`src/inc/nms_pkg.sv`:
```
package nms_pkg;

  // register byte offsets
  localparam logic [7:0] CTRL_OFS = 8'h00;
  localparam logic [7:0] STAT_OFS = 8'h04;
  localparam logic [7:0] QUIET_OFS = 8'h08;

  // control register fields
  localparam int CTRL_INIT_REQ_BIT = 0;
  localparam int CTRL_ACTIVE_BIT = 1;
  localparam int CTRL_CARD_BIT = 2;
  localparam int CTRL_SPEED_LSB = 4;
  localparam int CTRL_XHS_BIT = 7;
  localparam int CTRL_TXN_BIT = 8;
  localparam logic [8:0] CTRL_RESET = 9'h000;

  // status register fields
  localparam int STAT_ROLE_BIT = 0;
  localparam int STAT_FIELD_BIT = 1;
  localparam int STAT_DET_BIT = 2;
  localparam int STAT_EXT_BIT = 3;
  localparam int STAT_FRAMF_BIT = 4;
  localparam int STAT_SPEED_LSB = 5;
  localparam int STAT_SPERR_BIT = 7;
  localparam int STAT_STATE_LSB = 8;

  // speed codes; 3 is above 424 kbit/s and needs external circuitry
  localparam logic [1:0] SPD_106 = 2'h0;
  localparam logic [1:0] SPD_212 = 2'h1;
  localparam logic [1:0] SPD_424 = 2'h2;
  localparam logic [1:0] SPD_HIGH = 2'h3;

  // reply coding selections
  localparam logic [1:0] CODE_MANCH_SUB = 2'h0;
  localparam logic [1:0] CODE_BPSK_SUB = 2'h1;
  localparam logic [1:0] CODE_MANCH_DIRECT = 2'h2;

  // miller bit periods in carrier cycles
  localparam logic [7:0] MILLER_106_CYC = 8'h80;
  localparam logic [7:0] MILLER_212_CYC = 8'h40;
  localparam logic [7:0] MILLER_424_CYC = 8'h20;
  localparam logic [4:0] SUBCARRIER_DIV = 5'h10;

  // initial field quiet time
  localparam int CLK_HZ = 25000000;
  localparam int QUIET_TIME_US = 5000;
  localparam int QUIET_CYC = (QUIET_TIME_US * (CLK_HZ / 1000000));
  localparam logic [31:0] QUIET_RESET = 32'h0001e848;

  typedef enum logic [1:0] {
    ST_TARGET = 2'b00,
    ST_WAIT_QUIET = 2'b01,
    ST_INITIATOR = 2'b10
  } nms_state_t;

endpackage : nms_pkg

```
`src/rtl/nms_mode_select.sv`:
```
`timescale 1ns/10ps
// What this block does
// - active and passive peer-to-peer at 106, 212 and 424 kbit/s
// - whichever side transmits in active mode makes its own field
// - passive target only load-modulates, never makes a field
// - initiator makes the 13.56 MHz carrier and opens exchanges
// - speeds above 424 kbit/s only with external circuitry present
// - 106 kbit/s uses Type A framing, active and passive
// - 212 and 424 kbit/s use Type F framing; Manchester bits in card mode, BPSK otherwise
// - after reset: target role, own field off
// - idle target keeps the level detector enabled
// - initiator field on only after a full quiet interval, unless active mode lights it while waiting
// - Type A emulation: subcarrier fc/16, Manchester, at 106 only
// - Type F emulation: direct Manchester load modulation, 212/424
module nms_mode_select #(
  parameter logic [31:0] QUIET_CYCLES = nms_pkg::QUIET_RESET
) (
  // clock and reset
  input wire logic SYS_CLK,
  input wire logic RSTN,
  // apb slave
  input wire logic PSEL,
  input wire logic PENABLE,
  input wire logic PWRITE,
  input wire logic [7:0] PADDR,
  input wire logic [31:0] PWDATA,
  output logic [31:0] PRDATA,
  output logic PREADY,
  output logic PSLVERR,
  // analogue front end
  input wire logic EXT_FIELD,
  input wire logic EXT_HS_PRESENT,
  output logic FIELD_ON,
  output logic LEVEL_DET_EN,
  output logic LOAD_MOD_EN,
  output logic INITIATOR,
  // coding selection
  output logic FRAME_TYPE_F,
  output logic [1:0] SPEED,
  output logic [1:0] REPLY_CODING,
  output logic [7:0] MILLER_PERIOD
);

  function automatic logic [7:0] miller_cycles(input logic [1:0] spd);
    unique case (spd)
      nms_pkg::SPD_106: miller_cycles = nms_pkg::MILLER_106_CYC;
      nms_pkg::SPD_212: miller_cycles = nms_pkg::MILLER_212_CYC;
      default: miller_cycles = nms_pkg::MILLER_424_CYC;
    endcase
  endfunction : miller_cycles

  ////////////////////////////////////////////////////////////////////////////
  // pin synchronisers
  logic ext_m_q, ext_s_q, xhs_m_q, xhs_s_q;
  always_ff @(posedge SYS_CLK) begin
    if (!RSTN) begin
      ext_m_q <= 1'b0;
      ext_s_q <= 1'b0;
      xhs_m_q <= 1'b0;
      xhs_s_q <= 1'b0;
    end else begin
      ext_m_q <= EXT_FIELD;
      ext_s_q <= ext_m_q;
      xhs_m_q <= EXT_HS_PRESENT;
      xhs_s_q <= xhs_m_q;
    end
  end

  ////////////////////////////////////////////////////////////////////////////
  // registers
  logic [8:0] ctrl_q;
  logic [31:0] quiet_q;
  logic speed_err_q;
  nms_pkg::nms_state_t state_q, state_d;

  wire wr_en = PSEL && PENABLE && PWRITE;
  wire hit_ctrl = (PADDR == nms_pkg::CTRL_OFS);
  wire hit_stat = (PADDR == nms_pkg::STAT_OFS);
  wire hit_quiet = (PADDR == nms_pkg::QUIET_OFS);
  wire unmapped = !(hit_ctrl || hit_stat || hit_quiet);

  wire [1:0] wr_speed = PWDATA[nms_pkg::CTRL_SPEED_LSB +: 2];
  wire [1:0] cur_speed = ctrl_q[nms_pkg::CTRL_SPEED_LSB +: 2];
  wire txn_open = ctrl_q[nms_pkg::CTRL_TXN_BIT];
  // high speed refused unless external circuitry is strapped present
  wire speed_bad = (wr_speed == nms_pkg::SPD_HIGH) && !xhs_s_q;
  // speed change inside an open transaction is refused, protects the link
  wire speed_lock = txn_open && (wr_speed != cur_speed);
  wire speed_keep = speed_bad || speed_lock;
  // bits 6 and 3 are unused and read back as zero
  wire [8:0] ctrl_wr = {PWDATA[nms_pkg::CTRL_TXN_BIT], PWDATA[nms_pkg::CTRL_XHS_BIT],
                        1'b0, speed_keep ? cur_speed : wr_speed, 1'b0,
                        PWDATA[nms_pkg::CTRL_CARD_BIT:0]};
  wire [8:0] ctrl_d = (wr_en && hit_ctrl) ? ctrl_wr : ctrl_q;

  always_ff @(posedge SYS_CLK) begin
    if (!RSTN) begin
      ctrl_q <= nms_pkg::CTRL_RESET;
      quiet_q <= QUIET_CYCLES;
      speed_err_q <= 1'b0;
    end else begin
      ctrl_q <= ctrl_d;
      if (wr_en && hit_quiet) begin
        quiet_q <= PWDATA;
      end
      // set wins over the read-clear
      if (wr_en && hit_ctrl && speed_keep) begin
        speed_err_q <= 1'b1;
      end else if (PSEL && PENABLE && !PWRITE && hit_stat) begin
        speed_err_q <= 1'b0;
      end
    end
  end

  ////////////////////////////////////////////////////////////////////////////
  // role state machine
  wire init_req = ctrl_q[nms_pkg::CTRL_INIT_REQ_BIT];
  wire active_mode = ctrl_q[nms_pkg::CTRL_ACTIVE_BIT];
  wire card_mode = ctrl_q[nms_pkg::CTRL_CARD_BIT];
  wire quiet_done;

  nms_quiet_timer #(
    .WIDTH(32)
  ) u_quiet (
    .clk(SYS_CLK),
    .rstn(RSTN),
    .run(state_q == nms_pkg::ST_WAIT_QUIET),
    .field_seen(ext_s_q),
    .limit(quiet_q),
    .expired(quiet_done)
  );

  always_comb begin
    state_d = state_q;
    unique case (state_q)
      nms_pkg::ST_TARGET: begin
        if (init_req && !card_mode) begin
          state_d = nms_pkg::ST_WAIT_QUIET;
        end
      end
      nms_pkg::ST_WAIT_QUIET: begin
        if (!init_req || card_mode) begin
          state_d = nms_pkg::ST_TARGET;
        end else if (quiet_done) begin
          state_d = nms_pkg::ST_INITIATOR;
        end
      end
      nms_pkg::ST_INITIATOR: begin
        if (!init_req || card_mode) begin
          state_d = nms_pkg::ST_TARGET;
        end
      end
      default: state_d = nms_pkg::ST_TARGET;
    endcase
  end

  always_ff @(posedge SYS_CLK) begin
    if (!RSTN) begin
      state_q <= nms_pkg::ST_TARGET;
    end else begin
      state_q <= state_d;
    end
  end

  ////////////////////////////////////////////////////////////////////////////
  // outputs
  wire is_init_d = (state_d == nms_pkg::ST_INITIATOR);
  // initiator owns the carrier; an active-mode target makes its own field
  wire field_d = is_init_d || (active_mode && !card_mode && !ext_s_q);
  wire passive_target_d = !is_init_d && (!active_mode || card_mode);
  wire det_d = !field_d || (state_d != nms_pkg::ST_INITIATOR);
  wire type_f_d = (cur_speed != nms_pkg::SPD_106);
  logic [1:0] coding_d;
  // reply coding per emulation type and speed
  assign coding_d = (type_f_d && card_mode) ? nms_pkg::CODE_MANCH_DIRECT :
                    (cur_speed == nms_pkg::SPD_106) ? nms_pkg::CODE_MANCH_SUB :
                    nms_pkg::CODE_BPSK_SUB;
  wire [31:0] status = {22'h0, state_q, speed_err_q, cur_speed, FRAME_TYPE_F,
                        ext_s_q, LEVEL_DET_EN, FIELD_ON, INITIATOR};
  wire [31:0] rdata_d = hit_ctrl ? {23'h0, ctrl_q} : hit_stat ? status :
                        hit_quiet ? quiet_q : 32'h0;

  always_ff @(posedge SYS_CLK) begin
    if (!RSTN) begin
      FIELD_ON <= 1'b0;
      LEVEL_DET_EN <= 1'b1;
      LOAD_MOD_EN <= 1'b1;
      INITIATOR <= 1'b0;
      FRAME_TYPE_F <= 1'b0;
      SPEED <= nms_pkg::SPD_106;
      REPLY_CODING <= nms_pkg::CODE_MANCH_SUB;
      MILLER_PERIOD <= nms_pkg::MILLER_106_CYC;
      PRDATA <= 32'h0;
      PREADY <= 1'b0;
      PSLVERR <= 1'b0;
    end else begin
      FIELD_ON <= field_d;
      LEVEL_DET_EN <= det_d;
      LOAD_MOD_EN <= passive_target_d;
      INITIATOR <= is_init_d;
      FRAME_TYPE_F <= type_f_d;
      SPEED <= cur_speed;
      REPLY_CODING <= coding_d;
      MILLER_PERIOD <= miller_cycles(cur_speed);
      PREADY <= PSEL && !PENABLE;
      PSLVERR <= PSEL && !PENABLE && unmapped;
      PRDATA <= (PSEL && !PENABLE && !PWRITE) ? rdata_d : 32'h0;
    end
  end

  ////////////////////////////////////////////////////////////////////////////
  // checks
  property p_reset_role;
    @(posedge SYS_CLK) !RSTN |=> (!FIELD_ON && !INITIATOR);
  endproperty
  a_reset_role: assert property (p_reset_role) else $error("not target after reset");

  property p_field_quiet;
    @(posedge SYS_CLK) disable iff (!RSTN)
      $rose(INITIATOR) |-> $past(state_q) == nms_pkg::ST_WAIT_QUIET && !$past(ext_s_q);
  endproperty
  a_field_quiet: assert property (p_field_quiet) else $error("field on without quiet");

  property p_passive_nofield;
    @(posedge SYS_CLK) disable iff (!RSTN) LOAD_MOD_EN |-> !INITIATOR;
  endproperty
  a_passive_nofield: assert property (p_passive_nofield) else $error("passive initiator");

  property p_init_field;
    @(posedge SYS_CLK) disable iff (!RSTN) INITIATOR |-> FIELD_ON;
  endproperty
  a_init_field: assert property (p_init_field) else $error("initiator without field");

  property p_high_speed;
    @(posedge SYS_CLK) disable iff (!RSTN) (SPEED == nms_pkg::SPD_HIGH) |-> $past(xhs_s_q, 2);
  endproperty
  a_high_speed: assert property (p_high_speed) else $error("high speed without circuit");

  property p_framing;
    @(posedge SYS_CLK) disable iff (!RSTN) FRAME_TYPE_F == (SPEED != nms_pkg::SPD_106);
  endproperty
  a_framing: assert property (p_framing) else $error("framing mismatch");

  property p_detector;
    @(posedge SYS_CLK) disable iff (!RSTN) !INITIATOR |-> LEVEL_DET_EN;
  endproperty
  a_detector: assert property (p_detector) else $error("detector off as target");

  property p_miller;
    @(posedge SYS_CLK) disable iff (!RSTN)
      (SPEED == nms_pkg::SPD_212) |-> MILLER_PERIOD == nms_pkg::MILLER_212_CYC;
  endproperty
  a_miller: assert property (p_miller) else $error("miller period wrong");

  property p_speed_lock;
    @(posedge SYS_CLK) disable iff (!RSTN) txn_open && $past(txn_open) |-> $stable(cur_speed);
  endproperty
  a_speed_lock: assert property (p_speed_lock) else $error("speed changed in transaction");

  // a load-modulating target must never light its own field
  property p_passive_dark;
    @(posedge SYS_CLK) disable iff (!RSTN)
      LOAD_MOD_EN |-> !FIELD_ON;
  endproperty
  a_passive_dark: assert property (p_passive_dark) else $error("passive target with field");

  property p_reset_det;
    @(posedge SYS_CLK)
      !RSTN |=> (LEVEL_DET_EN && LOAD_MOD_EN);
  endproperty
  a_reset_det: assert property (p_reset_det) else $error("detector off after reset");

  // the detector must watch for the whole quiet interval
  property p_wait_det;
    @(posedge SYS_CLK) disable iff (!RSTN)
      (state_q == nms_pkg::ST_WAIT_QUIET) |-> LEVEL_DET_EN;
  endproperty
  a_wait_det: assert property (p_wait_det) else $error("detector off while waiting");

  property p_card_target;
    @(posedge SYS_CLK) disable iff (!RSTN)
      $past(card_mode) |-> !INITIATOR;
  endproperty
  a_card_target: assert property (p_card_target) else $error("initiator in card mode");

  property p_coding_a;
    @(posedge SYS_CLK) disable iff (!RSTN)
      (SPEED == nms_pkg::SPD_106) |-> REPLY_CODING == nms_pkg::CODE_MANCH_SUB;
  endproperty
  a_coding_a: assert property (p_coding_a) else $error("coding wrong at 106");

  property p_coding_f;
    @(posedge SYS_CLK) disable iff (!RSTN)
      $past(card_mode) && FRAME_TYPE_F |-> REPLY_CODING == nms_pkg::CODE_MANCH_DIRECT;
  endproperty
  a_coding_f: assert property (p_coding_f) else $error("card coding wrong above 106");

  property p_miller_106;
    @(posedge SYS_CLK) disable iff (!RSTN)
      (SPEED == nms_pkg::SPD_106) |-> MILLER_PERIOD == nms_pkg::MILLER_106_CYC;
  endproperty
  a_miller_106: assert property (p_miller_106) else $error("miller period wrong at 106");

  property p_miller_424;
    @(posedge SYS_CLK) disable iff (!RSTN)
      (SPEED == nms_pkg::SPD_424) |-> MILLER_PERIOD == nms_pkg::MILLER_424_CYC;
  endproperty
  a_miller_424: assert property (p_miller_424) else $error("miller period wrong at 424");

endmodule : nms_mode_select

```
`src/rtl/nms_quiet_timer.sv`:
```
`timescale 1ns/10ps
// counts consecutive cycles with no external field; any field restarts it
module nms_quiet_timer #(
  parameter int WIDTH = 32
) (
  // clock and reset
  input wire logic clk,
  input wire logic rstn,
  // control
  input wire logic run,
  input wire logic field_seen,
  input wire logic [WIDTH-1:0] limit,
  // result
  output logic expired
);

  logic [WIDTH-1:0] cnt_q;
  logic [WIDTH-1:0] cnt_d;
  wire restart = !run || field_seen;
  wire at_limit = (cnt_q >= limit);

  assign cnt_d = restart ? '0 : (at_limit ? cnt_q : cnt_q + 1'b1);
  assign expired = run && !field_seen && at_limit;

  always_ff @(posedge clk) begin
    if (!rstn) begin
      cnt_q <= '0;
    end else begin
      cnt_q <= cnt_d;
    end
  end

endmodule : nms_quiet_timer

```
`config.mk`:
```
export PLATFORM = sky130hd
export DESIGN_NAME = nms_mode_select
export DESIGN_NICKNAME = d
export VERILOG_FILES = /design/src/inc/nms_pkg.sv /design/src/rtl/nms_mode_select.sv /design/src/rtl/nms_quiet_timer.sv
export SDC_FILE = /design/constraint.sdc
export NUM_CORES = 1
export LEC_CHECK = 0
export BUFFER_PORTS_ARGS = -buffer_cell sky130_fd_sc_hd__buf_2
export CELL_PAD_IN_SITES_DETAIL_PLACEMENT = 0
export CELL_PAD_IN_SITES_GLOBAL_PLACEMENT = 1
export CORE_MARGIN = 3
export CORE_UTILIZATION = 42
export CTS_CLUSTER_DIAMETER = 120
export CTS_CLUSTER_SIZE = 25
export DETAILED_ROUTE_END_ITERATION = 6
export PLACE_DENSITY = 0.87
export SLEW_MARGIN = 20
export SYNTH_ARGS = -nofsm -noshare
export SYNTH_HDL_FRONTEND = slang
export SYNTH_SLANG_ARGS = --single-unit
```
`constraint.sdc`:
```
create_clock -name SYS_CLK -period 3.4 [get_ports SYS_CLK]
set_input_delay 0.17 -clock SYS_CLK [delete_from_list [all_inputs] [get_ports SYS_CLK]]
set_output_delay 0.17 -clock SYS_CLK [all_outputs]
set_load 0.01 [all_outputs]
```
==> summary.md <==
| Metric | Value |
|---|---|
| Initial Util | 43.23% |
| Input/output buffers | 92 |
| Reg2reg start | quiet_q[31]$_SDFFE_PN0P_ |
| Worst Skew | 0.007748 ns |
| Crit. End Element | flip-flop |
| Largest area contributor in the synthesized netlist | dfxtp_1 |
| GP Congestion | 0.8432 |
| Synth Flop Type | dfxtp_1 |
| Status | finished, final reports clean |
| Wire per inst | 15.36 µm |
| Worst rel slew slack | 48.51% |
| Final hold vios | 0 |
| Netlist cell types | 49 |
| Clock Path Buffers | 2 |
| Dpl hpwl | 10200 µm |
| Worst hold path depth | 3 |
| Total grt overflow | 0 |
| R2R setup slack | 0.42 ns |
| Hold Path Origin | PWDATA[15] |
| Synth top area cells | dfxtp_1 (43%), ha_1 (7.2%), nand2_1 (6.0%) |
| Antenna-violating nets left | 0 |
| Async SR Flop Fraction | 0% |
| Leak pwr | 2.793 nW |
| CP startpoint kind | flip-flop |
| Req. time, crit path | 3.70 ns |
| Fillers | 1231 |
| Final setup viols | 0 |
| Worst vdd ir | 314.4 µV |
| Slew @ Worst Pin | 0.7696 ns |
| Post-synthesis area per instance | 8.631 µm² |
| Finished Layout Cells | 940 |
| # IOs | 98 |
| Peak Freq | 335.6 MHz |
| DRT Wirelength | 14440 µm |
| DRT iter0 DRCs | 309 |
| First-pass GRT wire length | 22740 µm |
| Crit path launch | quiet_q[31]$_SDFFE_PN0P_ |
| Core area | 13300 µm² |
| Vias per cell | 5.405 |
| Seq/Total Area, Yosys | 43.19% |
| CTS resizes | 0 |
| RSZ-0062 raised after global routing | false |
| First-pass DRT Iterations | 5 |
| Switching share of total power | 19.60% |
| Max cap viols | 0 |
| # clock sinks | 124 |
| Post-synth EDFFs | 0 |
| Worst Setup Path Type | flip-flop to flip-flop |
| Crit-path cells | inv_1 > ha_1 > nand4_1 > or4_4 > a2bb2oi_1 > nand2_2 > o21ai_0 > and2_1 |
| Sw Pwr | 0.0006482 W |
| Largest net degree at the start of global routing | 60 |
| P_int | 0.002658 W |
| Clk slew on worst S/H paths | 0.05 ns |
| Syn. warnings | 0 |
| CTS tree | done |
| Num CTS Buffers | 17 |
| Residual DRC | 0 |
| Register share of total power | 44.1% |
| Final min period | 2.980 ns |
| Die H | 123.0 µm |
| Number of placed cells counting well taps | 904 |
| Reg2Reg Depth | 8 |
| Cell with the most instances after synthesis | dfxtp_1 |
| Most frequent cells after synthesis | dfxtp_1 (124), nand2_1 (92), a21oi_1 (57) |
| Final Max Slew Viols | 0 |
| Vias in the first global route | 4641 |
| Worst hold path class | input pin to flip-flop |
| Clock power frac | 53.5% |
| Ant. Diodes | 0 |
| Setup TNS | 0 ns |
| Synth-to-layout area growth | 20.40% |
| Mapped Cells | 666 |
| Cell Area, Synth | 5748 µm² |
| Worst Hold Endpoint | quiet_q[15]$_SDFFE_PN1P_ |
| Power per cell area | 477.8 nW/µm² |
| Post-synth top area share | 43.19% |
| Tot GR Track Use | 19.00% |
| Vias post-DR | 5081 |
| Critical path's slowest cell | nand2_2 |
| Initial antenna violation count | 0 |
| Die area | 15130 µm² |
| # H-tree levels | 4 |
| Worst path max stage delay | 0.62 ns |
| Root Driver | clkbuf_16 |
| Final period utilization | 87.64% |
| Die width | 123.0 µm |
| Comb pwr share | 2.4% |
| Fin nets | 832 |
| Layout cells sized above 1 | 17.67% |
| Clk_lat worst skew | 0.40 ns |
| Crit path max fanout | 47 |
| Yosys reg bits | 124 |
| RR Endpoint | LEVEL_DET_EN$_SDFF_PN1_ |
| Critical path arrival | 3.28 ns |
| FP Rows | 42 |
## final cells by class
type                            count  area, µm²  share of cell area (%)
Multi-Input combinational cell    460       2894                   41.82
Tap cell                          176      220.2                   3.182
Inverter                           44      165.2                   2.387
Sequential cell                   124       2482                   35.87
Clock buffer                       23      457.9                   6.617
Timing Repair Buffer              105      583.1                   8.425
Clock inverter                      8      117.6                   1.700
## critical path: cells and delay by family (launching register included)
kind                     cells  cell delay [ns]
AO/OA/AOI/OAI                2             0.54
flip-flops                   1             0.36
adder cells (fa/ha/maj)      1             0.31
AND/OR/NAND/NOR              4             1.59
buffers and inverters        1             0.05
## cell usage in the layout, fill, tap and decap left out, types with 26 or more instances in the layout
| cell type | Yosys | layout |
|---|---|---|
| a21boi_0 | 26 | 26 |
| buf_2 | 1 | 92 |
| a21oi_1 | 57 | 57 |
| nand2_1 | 92 | 92 |
| o31ai_1 | 29 | 29 |
| ha_1 | 33 | 33 |
| dfxtp_1 | 124 | 124 |
| and2_1 | 38 | 38 |
| inv_1 | 44 | 44 |
## worst max-delay path by stage
stage / to / slack [ns] / cells past startpoint
after floorplan: u_quiet.cnt_q[11]$_SDFFE_PP0P_ / 1.02 / 9
final: LEVEL_DET_EN$_SDFF_PN1_ / 0.42 / 8
after CTS: LEVEL_DET_EN$_SDFF_PN1_ / 0.42 / 8
after global placement: LEVEL_DET_EN$_SDFF_PN1_ / 0.54 / 8
after global routing: u_quiet.cnt_q[19]$_SDFFE_PP0P_ / 0.16 / 8
after detailed placement: LEVEL_DET_EN$_SDFF_PN1_ / 0.44 / 8
## metal layers
| metal | vias up | GRT usage, % | share of wire, % |
|---|---|---|---|
| met3 | 14 | 4.117 | 6.3 |
| met1 | 2425 | 25.56 | 47 |
| met5 | - | 0 | 0 |
| li1 | 2506 | - | - |
| met2 | 136 | 30.92 | 46 |
| met4 | 0 | 5.260 | 1.0 |
## cells by family after synthesis
kind of cell / after synthesis / synth area share [%]
fa+ha+maj: 33 / 7.183
mux: 8 / 1.393
xor+xnor: 1 / 0.1524
simple gates: 262 / 23.92
other cells: 1 / 0.06524
flops: 124 / 43.19
buf+inv: 86 / 6.813
compound gates: 151 / 17.28
## flip-flops by register name, indices dropped and copies added (netlist names), 2 cells and up
| signal | cells |
|---|---|
| PRDATA | 32 |
| quiet_q | 32 |
| u_quiet.cnt_q | 32 |
| ctrl_q | 7 |
| MILLER_PERIOD | 3 |
| REPLY_CODING | 2 |
| SPEED | 2 |
| state_q | 2 |
## power by group through the flow
| stage | clock network (W) | logic, W | registers [W] |
|---|---|---|---|
| 2_1_floorplan | 0 | 0.0000377 | 0.00149 |
| 3_3_place_gp | 0 | 0.0000727 | 0.00149 |
| 3_5_place_dp | 0 | 0.0000741 | 0.00149 |
| 4_1_cts | 0.00179 | 0.0000791 | 0.00146 |
| 5_1_grt | 0.00186 | 0.0000865 | 0.00146 |
| 6_report | 0.00177 | 0.0000793 | 0.00146 |
## stage by stage
stage	power (W)	hold slack, ns	util, %	cell area [µm²]	setup slack, ns
6_report	0.003306	0.009788	52.05	6920	0.4203
3_5_place_dp	0.001564	0.3830	47.35	6295	0.4424
4_1_cts	0.003330	0.00008896	52.05	6920	0.4238
5_1_grt	0.003403	0.01570	52.05	6920	0.1617
2_1_floorplan	0.001527	0.2973	-	5763	1.017
3_3_place_gp	0.001562	0.3815	47.35	6295	0.5363
## repair_timing
item                      4_1_cts  5_1_grt
hold buffers                    5        0
hold endpoints to repair        5        0
buffers inserted                0        0
No activity file was read; power rests on OpenSTA's default activity.
